===== src/asblac_pkg.sv =====
// Constants for the asynchronous SRAM host controller.
// Assumes a single 250 MHz clock; times are in ns and rounded here.
package asblac_pkg;
  localparam int CLK_PERIOD_NS = 4;
  localparam int T_AA_NS       = 10; // Address access time
  localparam int T_WP_NS       = 7;  // Write strobe low time
  localparam int T_DW_NS       = 5;  // Data valid to end of write
  localparam int T_OHZ_NS      = 5;  // Output drive enable high to float
  localparam int T_WHZ_NS      = 5;  // Strobe low to float, unused: drive
                                     // enable kept high on writes
  localparam int SYNC_STAGES   = 2;
  localparam int ADDR_W        = 16;
  localparam int DATA_W        = 16;
  localparam int CNT_W         = 4;

  // Least times, rounded up to whole cycles
  localparam int AA_CYC  = (T_AA_NS + CLK_PERIOD_NS - 1) / CLK_PERIOD_NS;
  localparam int WP_MIN  = (T_WP_NS > T_DW_NS) ? T_WP_NS : T_DW_NS;
  localparam int WP_CYC  = (WP_MIN + CLK_PERIOD_NS - 1) / CLK_PERIOD_NS;
  localparam int OHZ_CYC = (T_OHZ_NS + CLK_PERIOD_NS - 1) / CLK_PERIOD_NS;
  localparam int RD_WAIT = AA_CYC + SYNC_STAGES;

  localparam logic [CNT_W-1:0] RD_CNT_INIT  = CNT_W'(RD_WAIT);
  localparam logic [CNT_W-1:0] WP_CNT_INIT  = CNT_W'(WP_CYC - 1);
  localparam logic [CNT_W-1:0] OHZ_CNT_INIT = CNT_W'(OHZ_CYC - 1);

  typedef enum logic [2:0] {
    ASBLAC_IDLE, ASBLAC_RD_ACC, ASBLAC_RD_END,
    ASBLAC_WR_SET, ASBLAC_WR_PULSE, ASBLAC_WR_HOLD
  } asblac_state_e;
endpackage


===== src/asblac_ctrl.sv =====
// Host controller for an asynchronous 16-bit SRAM with two byte lanes.
// Assumes the testbench resolves the shared data wire from dq_oe_n.
`timescale 1ns/1ps
`default_nettype none

module asblac_ctrl (
  // Clock and reset
  input  wire logic                          mclk,
  input  wire logic                          arst_n,
  // User request side
  input  wire logic                          req,
  input  wire logic                          req_write,
  input  wire logic [asblac_pkg::ADDR_W-1:0] req_addr,
  input  wire logic [asblac_pkg::DATA_W-1:0] req_wdata,
  input  wire logic [1:0]                    req_be,
  output logic                               ready,
  output logic [asblac_pkg::DATA_W-1:0]      rdata,
  output logic                               rvalid,
  // SRAM pins
  output logic [asblac_pkg::ADDR_W-1:0]      sram_addr,
  output logic                               chip_sel_n,
  output logic                               write_strobe_n,
  output logic                               out_drive_n,
  output logic                               upper_byte_lane_n,
  output logic                               lower_byte_lane_n,
  output logic [asblac_pkg::DATA_W-1:0]      dq_o,
  output logic                               dq_oe_n,
  input  wire logic [asblac_pkg::DATA_W-1:0] dq_i
);

  // All state but the reset synchroniser in one packed record; dq_s1 and dq_s2 are the two
  // synchroniser stages for read data coming off the clockless RAM
  typedef struct packed {
    asblac_pkg::asblac_state_e        state;
    logic [asblac_pkg::CNT_W-1:0]     cnt;
    logic                             ready;
    logic [asblac_pkg::DATA_W-1:0]    rdata;
    logic                             rvalid;
    logic [asblac_pkg::ADDR_W-1:0]    addr;
    logic                             cs_n;
    logic                             we_n;
    logic                             oe_n;
    logic                             ub_n;
    logic                             lb_n;
    logic [asblac_pkg::DATA_W-1:0]    dq_o;
    logic                             dq_oe_n;
    logic [asblac_pkg::DATA_W-1:0]    dq_s1;
    logic [asblac_pkg::DATA_W-1:0]    dq_s2;
  } asblac_st_s;

  logic [1:0] rst_sync_ff;
  logic       rst_n;
  asblac_st_s st_ff;
  asblac_st_s nxt_st;

  // Count helpers shared by every timed phase of the sequencer
  function automatic logic cnt_done(input logic [asblac_pkg::CNT_W-1:0] c);
    return c == '0;
  endfunction

  // Saturates at zero, so a stray extra cycle can never wrap the count
  function automatic logic [asblac_pkg::CNT_W-1:0] cnt_dec(
    input logic [asblac_pkg::CNT_W-1:0] c
  );
    return cnt_done(c) ? c : c - asblac_pkg::CNT_W'(1);
  endfunction

  // User enables are active high; the lane pins are active low
  function automatic logic [1:0] lanes_n(input logic [1:0] be);
    return ~be;
  endfunction

  // Reset release through two flops; assertion stays asynchronous
  // Only rst_n leaves this block; nothing else reads the first stage
  always_ff @(posedge mclk or negedge arst_n) begin
    if (!arst_n) begin
      rst_sync_ff <= 2'h0;
    end else begin
      rst_sync_ff <= {rst_sync_ff[0], 1'b1};
    end
  end
  assign rst_n = rst_sync_ff[1];

  // Read: the pins stand while the access count runs down, the data is
  // registered as the count ends and the pins drop on that same edge;
  // a short turnaround count then lets the RAM float before ready.
  // Write: address, lanes and data first, strobe low for the pulse
  // count, strobe up, then one hold cycle with data still driven.
  // Trade-off: drive enable stays high on writes, so the plain pulse
  // width suffices and the RAM never drives into our data.
  // Next-state logic for the whole access sequencer
  always_comb begin
    nxt_st        = st_ff;
    // Read data crosses in from a clockless part: two flops first
    nxt_st.dq_s1  = dq_i;
    nxt_st.dq_s2  = st_ff.dq_s1;
    nxt_st.rvalid = 1'b0;
    unique case (st_ff.state)
      asblac_pkg::ASBLAC_IDLE: begin
        if (req) begin
          nxt_st.ready = 1'b0;
          // Address, select and lanes change together
          nxt_st.addr  = req_addr;
          nxt_st.cs_n  = 1'b0;
          {nxt_st.ub_n, nxt_st.lb_n} = lanes_n(req_be);
          nxt_st.we_n  = 1'b1;
          if (req_write) begin
            // Drive enable held high, so RAM never drives
            nxt_st.oe_n    = 1'b1;
            nxt_st.dq_o    = req_wdata;
            nxt_st.dq_oe_n = 1'b0;
            nxt_st.state   = asblac_pkg::ASBLAC_WR_SET;
          end else begin
            nxt_st.oe_n  = 1'b0;
            nxt_st.cnt   = asblac_pkg::RD_CNT_INIT;
            nxt_st.state = asblac_pkg::ASBLAC_RD_ACC;
          end
        end
      end
      asblac_pkg::ASBLAC_RD_ACC: begin
        // Wait out access time plus synchroniser latency
        if (cnt_done(st_ff.cnt)) begin
          nxt_st.rdata  = st_ff.dq_s2;
          nxt_st.rvalid = 1'b1;
          nxt_st.cs_n   = 1'b1;
          nxt_st.oe_n   = 1'b1;
          nxt_st.ub_n   = 1'b1;
          nxt_st.lb_n   = 1'b1;
          nxt_st.cnt    = asblac_pkg::OHZ_CNT_INIT;
          nxt_st.state  = asblac_pkg::ASBLAC_RD_END;
        end else begin
          nxt_st.cnt = cnt_dec(st_ff.cnt);
        end
      end
      asblac_pkg::ASBLAC_RD_END: begin
        // Bus turnaround: RAM must float before anyone may drive
        if (cnt_done(st_ff.cnt)) begin
          nxt_st.ready = 1'b1;
          nxt_st.state = asblac_pkg::ASBLAC_IDLE;
        end else begin
          nxt_st.cnt = cnt_dec(st_ff.cnt);
        end
      end
      asblac_pkg::ASBLAC_WR_SET: begin
        // Strobe falls last, opening the write window
        nxt_st.we_n  = 1'b0;
        nxt_st.cnt   = asblac_pkg::WP_CNT_INIT;
        nxt_st.state = asblac_pkg::ASBLAC_WR_PULSE;
      end
      asblac_pkg::ASBLAC_WR_PULSE: begin
        // Pulse covers both strobe width and data setup
        if (cnt_done(st_ff.cnt)) begin
          nxt_st.we_n  = 1'b1;
          nxt_st.state = asblac_pkg::ASBLAC_WR_HOLD;
        end else begin
          nxt_st.cnt = cnt_dec(st_ff.cnt);
        end
      end
      asblac_pkg::ASBLAC_WR_HOLD: begin
        // Address and data held one cycle past the strobe's rise
        nxt_st.cs_n    = 1'b1;
        nxt_st.ub_n    = 1'b1;
        nxt_st.lb_n    = 1'b1;
        nxt_st.dq_oe_n = 1'b1;
        nxt_st.ready   = 1'b1;
        nxt_st.state   = asblac_pkg::ASBLAC_IDLE;
      end
      default: begin
        // Unused state code: release the RAM and fall back to idle
        nxt_st.cs_n    = 1'b1;
        nxt_st.we_n    = 1'b1;
        nxt_st.oe_n    = 1'b1;
        nxt_st.ub_n    = 1'b1;
        nxt_st.lb_n    = 1'b1;
        nxt_st.dq_oe_n = 1'b1;
        nxt_st.ready   = 1'b1;
        nxt_st.state   = asblac_pkg::ASBLAC_IDLE;
      end
    endcase
  end

  // State register; pins idle deselected with all strobes high.
  // Runs on the synchronised reset, so every field leaves reset on the
  // same edge and no strobe can glitch low while the rest still reset.
  always_ff @(posedge mclk or negedge rst_n) begin
    if (!rst_n) begin
      st_ff <= '{state: asblac_pkg::ASBLAC_IDLE, cnt: '0, ready: 1'b1,
                 rdata: '0, rvalid: 1'b0, addr: '0, cs_n: 1'b1,
                 we_n: 1'b1, oe_n: 1'b1, ub_n: 1'b1, lb_n: 1'b1,
                 dq_o: '0, dq_oe_n: 1'b1, dq_s1: '0, dq_s2: '0};
    end else begin
      st_ff <= nxt_st;
    end
  end

  // Every output is a field of the state register: no gate sits between
  // a flop and a pin, so all pins switch together one clock-to-out late
  assign ready             = st_ff.ready;
  assign rdata             = st_ff.rdata;
  assign rvalid            = st_ff.rvalid;
  assign sram_addr         = st_ff.addr;
  assign chip_sel_n        = st_ff.cs_n;
  assign write_strobe_n    = st_ff.we_n;
  assign out_drive_n       = st_ff.oe_n;
  assign upper_byte_lane_n = st_ff.ub_n;
  assign lower_byte_lane_n = st_ff.lb_n;
  assign dq_o              = st_ff.dq_o;
  assign dq_oe_n           = st_ff.dq_oe_n;

endmodule // asblac_ctrl

`default_nettype wire


===== config.mk =====
export PLATFORM = sky130hd
export DESIGN_NAME = asblac_ctrl
export DESIGN_NICKNAME = d
export VERILOG_FILES = /design/src/asblac_pkg.sv /design/src/asblac_ctrl.sv
export SDC_FILE = /design/constraint.sdc
export NUM_CORES = 1
export LEC_CHECK = 0
export BUFFER_PORTS_ARGS = -buffer_cell sky130_fd_sc_hd__clkbuf_2
export CAP_MARGIN = 20
export CORE_ASPECT_RATIO = 0.8
export CORE_MARGIN = 5
export CORE_UTILIZATION = 48
export DETAILED_ROUTE_END_ITERATION = 12
export GPL_TIMING_DRIVEN = 0
export HOLD_SLACK_MARGIN = 0.12
export PLACE_DENSITY = 0.72
export SLEW_MARGIN = 40
export SYNTH_ARGS = -nofsm -noshare
export SYNTH_HDL_FRONTEND = slang
export SYNTH_SLANG_ARGS = --single-unit

===== constraint.sdc =====
create_clock -name mclk -period 3.4 [get_ports mclk]
set_input_delay 0.68 -clock mclk [delete_from_list [all_inputs] [get_ports mclk]]
set_output_delay 0.68 -clock mclk [all_outputs]
set_load 0.01 [all_outputs]

**After elaboration in Yosys (flattened, before gate mapping)**

Index checks and enable logic that the tools add are counted.

- $add $sub $neg: 1
- $mul: 0
- Div/mod/pow operators: 0
- $lt $le $gt $ge: 0
- Equal/unequal tests: 12
- Shifts and indexed selects: 0
- Mux-type cells: 23
- Bitwise logic cells: 6
- Reduce and logical (&&, ||, !) cells: 19

Operators by type and width:

| kind | number |
|---|---|
| two-way mux 22 bit | 1 |
| AND reduction 3 bit | 6 |
| two-way mux 17 bit | 1 |
| case mux 4 bit (4 select lines) | 1 |
| case mux 3 bit (5 select lines) | 1 |
| != test 2 bit, second input constant | 7 |
| two-way mux 3 bit | 4 |
| two-way mux 4 bit | 3 |
| case mux 1 bit (3 select lines) | 3 |
| OR reduction 3 bit | 3 |
| two-way mux 8 bit | 1 |
| AND reduction 4 bit | 2 |
| OR reduction 4 bit | 2 |
| == test 3 x 2 -> 1 bit, second input constant | 2 |
| == test 3 bit, second input constant | 2 |
| case mux 2 bit (3 select lines) | 1 |
| inverter 1 bit | 5 |
| zero test 4 bit | 1 |
| two-way mux 1 bit | 4 |
| case mux 1 bit (4 select lines) | 1 |
| AND reduction 2 bit | 2 |
| nonzero test 4 bit | 1 |
| subtractor 4 x 1 -> 4 bit, second input constant | 1 |
| == test 3 x 1 -> 1 bit, second input constant | 1 |
| 5 further kinds | 5 |

- Flip-flop bits (word level): 97
- Latch bits: 0
- Memory bits (writable): 0
- Memory bits (read-only): 0
- Input port bits: 54
- Output and inout bits: 56
- Memories kept: 0

**Depth between registers and ports, before layout**

Gate-level depths: netlist of run 1.

- Depth in word-level cells: 4
- Depth in mapped cells: 7
- Depth with buffers taken out: 6

**Worst setup path before layout of run 1**

OpenSTA, ideal clock, no wires.

- Path type: reg-to-reg
- Start point: reg st_ff[88] (netlist bit)
- End point: reg st_ff[91] (netlist bit)
- Setup time: 0.121 ns
- Data arrival time: 1.869 ns
- Required time: 3.279 ns
- Path slack: 1.410 ns
- Stages on the path, launching flop included: 8
- Clock period less this slack: 1.990 ns
- Path through: dfrtp_1 > inv_1 > ha_1 > or3b_1 > buf_6 > a31o_4 > or3_1 > a22o_1

- Longest elaborated chain between the ends: 3

RTL lines:

| element | line | source |
|---|---|---|
| from (decl) | asblac_ctrl.sv:53 | `asblac_st_s st_ff;` |
| from (signal assigned) | asblac_ctrl.sv:187 | `st_ff <= '{state: asblac_pkg::ASBLAC_IDLE, cnt: '0, ready: 1'b1,` |
| from (signal assigned) | asblac_ctrl.sv:192 | `st_ff <= nxt_st;` |
| subtractor 4 x 1 -> 4 bit or zero test 4 bit (tied branches) | asblac_ctrl.sv:65, asblac_ctrl.sv:58 |  |
| two-way mux 4 bit (tied with other cells) | asblac_ctrl.sv:137, asblac_ctrl.sv:152 |  |
| case mux 4 bit (4 select lines) or AND reduction 4 bit (tied branches) | - |  |

Several ways; a longest one is shown, not always the timed one. The select of a mux whose other input is x is not followed.
A chain may end at the register's enable or synchronous reset.

**Final worst setup path of run 1**

- Start point: reg st_ff[88] (netlist bit)
- End point: reg st_ff, in the netlist rdata[7]

- Longest elaborated chain between the ends: 2

RTL lines:

| element | line | source |
|---|---|---|
| zero test 4 bit | asblac_ctrl.sv:58 | `return c == '0;` |
| AND reduction 2 bit (no line) | - |  |

No other way between the ends.

==> results of run 1 <==
[power groups by stage]
stage	Combinational [mW]	Sequential (mW)	Clock [mW]
after floorplan	1.34	1.76	0
after global placement	1.84	1.78	0
after detailed placement	1.90	1.79	0
after CTS	1.91	1.77	0.713
after global routing	2.06	1.82	0.759
final	1.88	1.76	0.680
[what timing repair did]
item | 4_1_cts | 5_1_grt
hold endpoints to repair | 2 | 0
resized for setup | 0 | 0
hold buffers | 1 | 0
[through the flow]
stage / setup TNS, ps / instances / cell area [um^2] / power, mW / hold WS (ps)
after global routing: 0 / 519 / 4800 / 4.63 / 330
after detailed placement: 0 / 502 / 4610 / 3.69 / 294
after global placement: -40790 / 500 / 4570 / 3.62 / 332
after floorplan: 0 / 283 / 3890 / 3.10 / 331
after CTS: 0 / 519 / 4800 / 4.39 / 305
final: 0 / 519 / 4800 / 4.32 / 285
[Yosys cell counts, types with 3 or more instances]
| cell type | instances | area [um^2] |
|---|---|---|
| dfrtp_1 | 90 | 2250 |
| nor3_1 | 6 | 30.0 |
| nand2_1 | 11 | 41.3 |
| buf_4 | 48 | 360 |
| dfstp_2 | 7 | 184 |
| a21oi_1 | 12 | 60.1 |
| inv_1 | 5 | 18.8 |
| clkbuf_1 | 3 | 11.3 |
| buf_2 | 4 | 20.0 |
| nand2b_1 | 3 | 18.8 |
| nor2_1 | 11 | 41.3 |
| mux2_2 | 48 | 541 |
[per-layer routing]
metal  share of wire [%]  track usage (%)  vias up
li1                    -                -     1160
met1                  41             18.9     1225
met2                  51             24.3       77
met3                 7.4             5.76        7
met4                 1.3             4.72        0
met5                   0                0        -
[flip-flops by register name, indices dropped and copies added, names as in the netlist, 2 cells and up]
name and count:
st_ff 23, dq_o 16, nxt_st 16, rdata 16, sram_addr 16, rst_sync_ff 2
[worst max-delay path by stage]
stage	startpoint	to	slack [ps]	cells after the start
floorplan	rst_sync_ff[1]	dq_o[0]	510	0
global placement	rst_sync_ff[1]	rdata[3]	-470	0
detailed placement	req	dq_o[6]	1090	6
CTS	st_ff[88]	rdata[7]	1120	6
global route	st_ff[88]	rdata[7]	960	6
finish	st_ff[88]	rdata[7]	1200	6
[cell families after synthesis]
family,count (synthesis),share of synthesized area (%)
DFF,97,62.7
buffers and inverters,64,11.3
muxes,49,14.2
and+or+nand+nor,39,5.18
AOI/OAI and AO/OA,29,5.41
adders and majority gates,2,0.644
xor gates and xnor gates,2,0.451
other,1,0.0965
[cell type report]
cell class | count | area [um^2] | area share, %
clock buffer | 10 | 128 | 2.66
clock inverter | 6 | 51.3 | 1.07
buffer | 59 | 422 | 8.79
inverter | 5 | 18.8 | 0.391
tap | 108 | 135 | 2.82
multi-input combinational | 122 | 1010 | 21.0
timing repair buffer | 112 | 596 | 12.4
sequential | 97 | 2440 | 50.8
[critical path, cell delays in order (launching register included)]
cell and delay (ps):
dfrtp_1 440, inv_1 120, ha_1 180, nor3b_2 490, nand3_2 290, buf_2 290
mux2_2 300
==> out/qor.txt, run 1 <==
Layout cells sized above 1: 58.2%
# nets final: 462
First-pass GRT wire length: 12100 um
Final setup viols: 0
Gate Count Post-Synth: 283
Largest net degree at the start of global routing: 38
Max FO, Critical Path: 10
Routed WL: 7260 um
Vias in the first global route: 2463
Diode count: 0
Unique cell type count in the Yosys netlist: 39
Reg-to-Reg Start: st_ff[88]
Tcrit/Tclk final: 64.7%
Worst Hold Class: flop to asynchronous set/reset pin
Post-route ant nets: 0
Clock skew: 9.79 ps
CTS buffer count: 9
Flop2flop setup slack: 1200 ps
Sw Pwr: 1.43 mW
Power Density: 900 mW/mm^2
Startpoint types: flop
Maximum clock path buffer count: 2
Worst-path clk slew: 100 ps
Syn. warnings: 0
Status: finished, final reports clean
Synthesized Nets: 339
Sequential Power Share: 40.8%
RSZ-0062 raised after global routing: false
WP data arrival: 2450 ps
Area grow syn2layout: 23.5%
Peak VDD IR: 489 uV
Die Span X: 111 um
Most frequent cells in the layout: 109 x clkbuf_2, 89 x dfrtp_1, 48 x mux2_2, 48 x buf_4, 12 x a21oi_1
Postcts setup bufs: 0
Fillers: 667
CP Data Required Time: 3650 ps
Site Rows: 29
Skew-Pair Late Insertion Delay: 360 ps
Reg-to-Reg End: rdata[7]
Post-DP HPWL: 5450 um
Grt total ovfl: 0
Vias per cell: 4.76
Pint: 2.89 mW
Placeable Area: 0.00791 mm^2
Clock power frac: 15.7%
Slew Limit Fails: 0
Top_reg_cell synth: dfrtp_1
EDFF count, synth: 0
Fmax: 454 MHz
H-tree Lvls: 3
Overall Global Routing Usage: 15.1%
DRC viols: 0
Post-Synthesis Cell Area: 0.00389 mm^2
Leakage: 2.39 nW
Combinational Power Share: 43.5%
Final-report hold violation count: 0
Place WS: 1090 ps
WS Path Type: flop to flop
Initial DRC Count: 54
Util after Layout: 60.7%
Setup ws final: 1200 ps
WL/cell: 14.0 um
Starting Density: 49.1%
Vert. Die Dim: 90.5 um
Nature of the critical path endpoint: flop
Root buffer cell: clkbuf_8
Yosys reg bits: 97
Total number of vias: 2469
Initial antenna violation count: 0
Detailed Routing Iterations Pass 1: 4
Die footprint: 0.0100 mm^2
Clk sinks: 97
Worst-Margin Slew: 555 ps
Ys async rst share: 100%
Minimum clock period: 2200 ps
Reg2Reg Depth: 6
Sequential fraction of the synthesis area: 62.7%
Syn_area_per_cell: 13.7 um^2
Max cap viols: 0
Io pins: 110
Commonest non-fill, non-tap cell in the layout: clkbuf_2
RePlAce Congestion: 0.804
CTS tree: yes
Sw Share: 33.1%
PortBufs: 109
Worst rel slew slack: 62.9%
No activity file was read; power rests on OpenSTA's default activity.
==> run 2, diff against run 1 <==
--- a/config.mk
+++ b/config.mk
@@ -5,15 +5,16 @@
 export SDC_FILE = /design/constraint.sdc
 export NUM_CORES = 1
 export LEC_CHECK = 0
+export ABC_AREA = 1
 export BUFFER_PORTS_ARGS = -buffer_cell sky130_fd_sc_hd__clkbuf_2
 export CAP_MARGIN = 20
 export CORE_ASPECT_RATIO = 0.8
 export CORE_MARGIN = 5
-export CORE_UTILIZATION = 48
+export CORE_UTILIZATION = 47
 export DETAILED_ROUTE_END_ITERATION = 12
 export GPL_TIMING_DRIVEN = 0
 export HOLD_SLACK_MARGIN = 0.12
-export PLACE_DENSITY = 0.72
+export PLACE_DENSITY = 0.74
 export SLEW_MARGIN = 40
 export SYNTH_ARGS = -nofsm -noshare
 export SYNTH_HDL_FRONTEND = slang
==> constraint.sdc (replaced) <==
create_clock -name mclk -period 1.85 [get_ports mclk]
set_input_delay 0.37 -clock mclk [delete_from_list [all_inputs] [get_ports mclk]]
set_output_delay 0.37 -clock mclk [all_outputs]
set_load 0.01 [all_outputs]
==> out/qor.txt, run 2 <==
Minimum clock period: 1660 ps
Pint: 4.93 mW
Top-count cell post-synth: nand2_1
Most frequent cells in the layout: 168 x nand2_1, 108 x clkbuf_2, 88 x dfrtp_1, 49 x buf_4, 28 x nand3_1
CTS tree: yes
Setup ws final: 187 ps
Sequential Power Share: 41.1%
Initial antenna violation count: 0
Max FO, Critical Path: 10
Cells along the critical path: nor2_4, nand2_2, inv_4, nand2_4, nor2_8, inv_2, buf_6, nand2_1, nand2_1
Commonest non-fill, non-tap cell in the layout: nand2_1
Die Span X: 112 um
Sum Neg Setup Slack: 0 ps
Clock skew: 7.36 ps
PortBufs: 108
Most area-consuming cells after synthesis: dfrtp_1 57%, nand2_1 16%, buf_4 9.4%
Area fraction of the dominant cell type after synthesis: 57.4%
Leakage: 2.86 nW
Unique cell type count in the Yosys netlist: 25
Tcrit/Tclk final: 89.9%
Synthesized Nets: 462
Critical path's largest stage delay: 460 ps
Io pins: 110
Total number of vias: 2927
Postcts setup bufs: 0
Top_reg_cell synth: dfrtp_1
Worst-path clk slew: 90 ps
Util after Layout: 62.5%
Root buffer cell: clkbuf_8
First-pass GRT wire length: 13800 um
Area grow syn2layout: 27.6%
Fillers: 684
Die footprint: 0.0103 mm^2
Initial DRC Count: 174
Yosys reg bits: 97
# nets final: 600
Yosys top cell by area: dfrtp_1
Post-DP HPWL: 5780 um
Nature of the critical path endpoint: flop
Syn_area_per_cell: 9.66 um^2
Most used cell, CP: nand2_1
Vias in the first global route: 2984
Critical path buffers and inverters: 3
Placed cells: 624
Family with the most delay on the worst path: simple AND/OR/NAND/NOR gates
H-tree Lvls: 3
Grt total ovfl: 0
Gate Count Post-Synth: 406
Final-report hold violation count: 0
Fmax: 601 MHz
CP max-delay cell: dfrtp_2
Max cap viols: 0
Maximum clock path buffer count: 2
Final cell count without fillers: 657
Peak VDD IR: 788 uV
WS Path Type: flop to flop
RePlAce Congestion: 0.816
Starting Density: 48.9%
Final setup viols: 0
Slew Limit Fails: 0
CTS buffer count: 9
Sw Share: 37.2%
Clk sinks: 97
Overall Global Routing Usage: 16.4%
Detailed Routing Iterations Pass 1: 4
Largest Register: st_ff
DRC viols: 0
Worst Hold Class: input port to flop
Startpoint types: flop
Post-route ant nets: 0
Place WS: 145 ps
Sequential fraction of the synthesis area: 62.1%
Placeable Area: 0.00802 mm^2
RSZ-0062 raised after global routing: false
WP data arrival: 1910 ps
Sw Pwr: 2.92 mW
Most instantiated cells after synthesis: 168 x nand2_1, 90 x dfrtp_1, 49 x buf_4
Post-Synthesis Cell Area: 0.00392 mm^2
Syn. warnings: 0
Combinational Power Share: 41.9%
Routed WL: 8000 um
CP Data Required Time: 2100 ps
EDFF count, synth: 0
Register area: 0.00244 mm^2
Vias per cell: 4.46
Largest net degree at the start of global routing: 35
Total power: 7.85 mW
Ys async rst share: 100%
Vert. Die Dim: 91.7 um
Skew-Pair Late Insertion Delay: 360 ps
Multi-input combinational cell area: 993 um^2
Max FFs per register: 23
Site Rows: 29
WL/cell: 12.2 um
Layout cells sized above 1: 36.4%
Status: finished, final reports clean
Diode count: 0
Power Density: 1570 mW/mm^2
Clock power frac: 17.0%
-- run 2: cell types whose count changed after synthesis, moves of 6 or more --
cell | before | now
a21oi_1 | 12 | 3
inv_1 | 5 | 18
mux2_2 | 48 | 0
nand2_1 | 11 | 168
nand3_1 | 1 | 28
nor3_1 | 6 | 0
o21ai_0 | 1 | 7
-- run 2: area by class of cell --
cell class	instances	area share [%]
clock inverters	6	1.12
clock buffers	10	2.75
well taps	108	2.70
multi-input cells	232	19.8
flip-flops and latches	97	48.7
plain buffers	56	8.24
repair buffers	127	15.0
inverters	21	1.62
-- run 2: logic make-up (layout without fill, tap and decap cells) --
kind of cell | after synthesis | after routing | synth area share (%)
other | 1 | 1 | 0.0956
and+or+nand+nor | 218 | 218 | 23.1
DFF | 97 | 97 | 62.1
adders and majority gates | 2 | 2 | 0.638
xor gates and xnor gates | 1 | 1 | 0.223
buffers and inverters | 77 | 220 | 12.6
AOI/OAI and AO/OA | 10 | 10 | 1.28
-- run 2: power by group through the flow --
stage | logic [mW] | registers, mW | clock network (mW)
2_1_floorplan | 2.29 | 3.22 | 0
3_3_place_gp | 3.17 | 3.26 | 0
3_5_place_dp | 3.29 | 3.26 | 0
4_1_cts | 3.32 | 3.23 | 1.38
5_1_grt | 3.73 | 3.31 | 1.47
6_report | 3.29 | 3.23 | 1.34
-- run 2: path summary, 6_finish.rpt --
kind	from	endpoint	slack (ps)	cells past startpoint
setup / recovery	st_ff[92]	dq_o[8]	190	9
hold / removal	req_wdata[1]	dq_o[1]	210	3
setup reg to reg	st_ff[92]	dq_o[8]	190	9
hold reg to reg	rst_sync_ff[1]	sram_addr[7]	270	0
max in group asynchronous	rst_sync_ff[1]	rdata[3]	830	2
min in group asynchronous	rst_sync_ff[1]	sram_addr[7]	270	0
-- run 2: tightest hold or removal path, delay by kind of cell --
family / cells / cell delay, ps
AND/OR/NAND/NOR: 2 / 90
buffers and inverters: 1 / 70
-- run 2: layer usage --
metal	part of all wire [%]	wire, um	GRT usage, %	vias to the layer above
li1	-	-	-	1474
met1	45	3630	22.3	1347
met2	45	3630	25.6	96
met3	8.1	652	5.20	10
met4	1.1	91	4.50	0
met5	0	0	0	-
-- run 2: stage by stage --
step                      cell area [um^2]  hold WS, ps
after floorplan                       3930         74.4
after global placement                4600          156
after detailed placement              4640          165
after CTS                             5010          196
after global routing                  5010          200
final                                 5010          209
-- run 2: what timing repair did --
action / in CTS / in global routing
hold buffers: 17 / 0
gates resized for setup: 0 / 2
hold endpoints to repair: 18 / 0
setup endpoints to repair: 0 / 5
==> run 3, diff against run 2 <==
--- a/config.mk
+++ b/config.mk
@@ -6,15 +6,14 @@
 export NUM_CORES = 1
 export LEC_CHECK = 0
 export ABC_AREA = 1
-export BUFFER_PORTS_ARGS = -buffer_cell sky130_fd_sc_hd__clkbuf_2
 export CAP_MARGIN = 20
 export CORE_ASPECT_RATIO = 0.8
-export CORE_MARGIN = 5
-export CORE_UTILIZATION = 47
+export CORE_UTILIZATION = 48
 export DETAILED_ROUTE_END_ITERATION = 12
+export DONT_BUFFER_PORTS = 1
 export GPL_TIMING_DRIVEN = 0
 export HOLD_SLACK_MARGIN = 0.12
-export PLACE_DENSITY = 0.74
+export PLACE_DENSITY = 0.63
 export SLEW_MARGIN = 40
 export SYNTH_ARGS = -nofsm -noshare
 export SYNTH_HDL_FRONTEND = slang
==> out/qor.txt, run 3 (same netlist as run 2, synthesis figures left out) <==
Maximum clock path buffer count: 2
Final cell count without fillers: 572
Startpoint types: flop
Layout cells sized above 1: 20.3%
Place WS: 111 ps
Max cap viols: 0
Vias per cell: 4.62
PortBufs: 0
Clk sinks: 97
Site Rows: 29
Power Density: 1570 mW/mm^2
Largest Register: st_ff
Starting Density: 49.6%
Total power: 7.41 mW
Overall Global Routing Usage: 18.5%
Detailed Routing Iterations Pass 1: 4
Final setup viols: 0
Clock skew: 10.7 ps
Fmax: 585 MHz
Skew-Pair Late Insertion Delay: 360 ps
Minimum clock period: 1710 ps
WS Path Type: flop to flop
Initial antenna violation count: 0
Combinational Power Share: 37.6%
Largest net degree at the start of global routing: 44
Placeable Area: 0.00791 mm^2
Root buffer cell: clkbuf_8
# nets final: 515
Final Cell Area: 0.00471 mm^2
Most frequent cells in the layout: 168 x nand2_1, 88 x dfrtp_1, 51 x buf_4, 37 x dlygate4sd3_1, 28 x nand3_1
Area grow syn2layout: 20.1%
Total number of vias: 2640
Most used cell, CP: nand2_1
Fillers: 703
Sum Neg Setup Slack: 0 ps
Pint: 4.60 mW
Max FFs per register: 23
CTS tree: yes
Diode count: 0
Tcrit/Tclk final: 92.4%
Worst hold slack: 147 ps
CP max-delay cell: dfrtp_2
RSZ-0062 raised after global routing: false
Routed WL: 7190 um
Final-report hold violation count: 0
Dpl cell area: 0.00410 mm^2
Leakage: 2.51 nW
DRC viols: 0
Io pins: 110
Placed cells: 516
Vias in the first global route: 2564
Slew Limit Fails: 0
Vert. Die Dim: 82.9 um
RePlAce Congestion: 0.858
WL/cell: 12.6 um
Sequential Power Share: 44.3%
Setup ws final: 140 ps
Sw Pwr: 2.81 mW
Initial DRC Count: 104
Sw Share: 37.9%
Die Span X: 103 um
Max FO, Critical Path: 10
Post-route ant nets: 0
Commonest non-fill, non-tap cell in the layout: nand2_1
First-pass GRT wire length: 12000 um
Post-DP HPWL: 4860 um
Util after Layout: 59.6%
Peak VDD IR: 773 uV
Status: finished, final reports clean
CTS buffer count: 9
Cells along the critical path: nor2_4, nand2_2, inv_4, nand2_4, nor2_8, inv_2, buf_6, nand2_1, nand2_1
Clock power frac: 18.1%
Nature of the critical path endpoint: flop
WP data arrival: 1960 ps
Worst-path clk slew: 100 ps
H-tree Lvls: 3
Critical path's largest stage delay: 470 ps
Worst Hold Class: input port to flop
Grt total ovfl: 0
Die footprint: 0.00854 mm^2
CP Data Required Time: 2100 ps
## run 3: changes by cell type in the layout (fill, tap and decap cells not counted), sizes merged
cell         change
clkinvlp         -1
dlygate4sd3     +20
buf              +3
clkinv           +2
clkbuf         -109
## run 3: path summary, 6_finish.rpt
kind | startpoint | endpoint | slack [ps] | cells after the start
setup / recovery | st_ff[92] | dq_o[12] | 140 | 9
hold / removal | req_wdata[12] | dq_o[12] | 150 | 2
setup reg to reg | st_ff[92] | dq_o[12] | 140 | 9
hold reg to reg | rst_sync_ff[1] | sram_addr[6] | 240 | 0
max in group asynchronous | rst_sync_ff[1] | nxt_st[5] | 850 | 2
min in group asynchronous | arst_n | rst_sync_ff[1] | 230 | 1
## run 3: worst max-delay path, delay by kind of cell, from the launching register on
family	cells	cell delay, ps
buffers and inverters	3	410
DFF	1	470
and+or+nand+nor	6	720
## run 3: power groups by stage
stage | Clock, mW | Combinational [mW] | Sequential [mW]
final | 1.34 | 2.79 | 3.28
after global routing | 1.48 | 3.18 | 3.38
after CTS | 1.41 | 2.78 | 3.28
after detailed placement | 0 | 2.71 | 3.30
after global placement | 0 | 2.62 | 3.32
after floorplan | 0 | 2.29 | 3.22
## run 3: per-layer routing
layer,up-vias,wire (um),GRT usage [%]
li1,1306,-,-
met3,10,564,6.14
met5,-,0,0
met1,1227,3200,24.4
met4,0,126,6.40
met2,97,3290,28.7
## run 3: timing repair
item	in CTS	in global routing
endpoints found under the hold margin	38	0
setup buffers	0	3
gates resized for setup	0	1
endpoints found under the setup margin	0	9
hold buffers	37	0
## run 3: area by class of cell
cell class / instances / area [um^2] / share of cell area (%)
flip-flops and latches: 97 / 2440 / 51.8
multi-input cells: 232 / 993 / 21.1
repair buffers: 42 / 445 / 9.45
plain buffers: 56 / 413 / 8.76
well taps: 108 / 135 / 2.87
clock buffers: 9 / 124 / 2.63
inverters: 21 / 81.3 / 1.73
clock inverters: 7 / 78.8 / 1.67
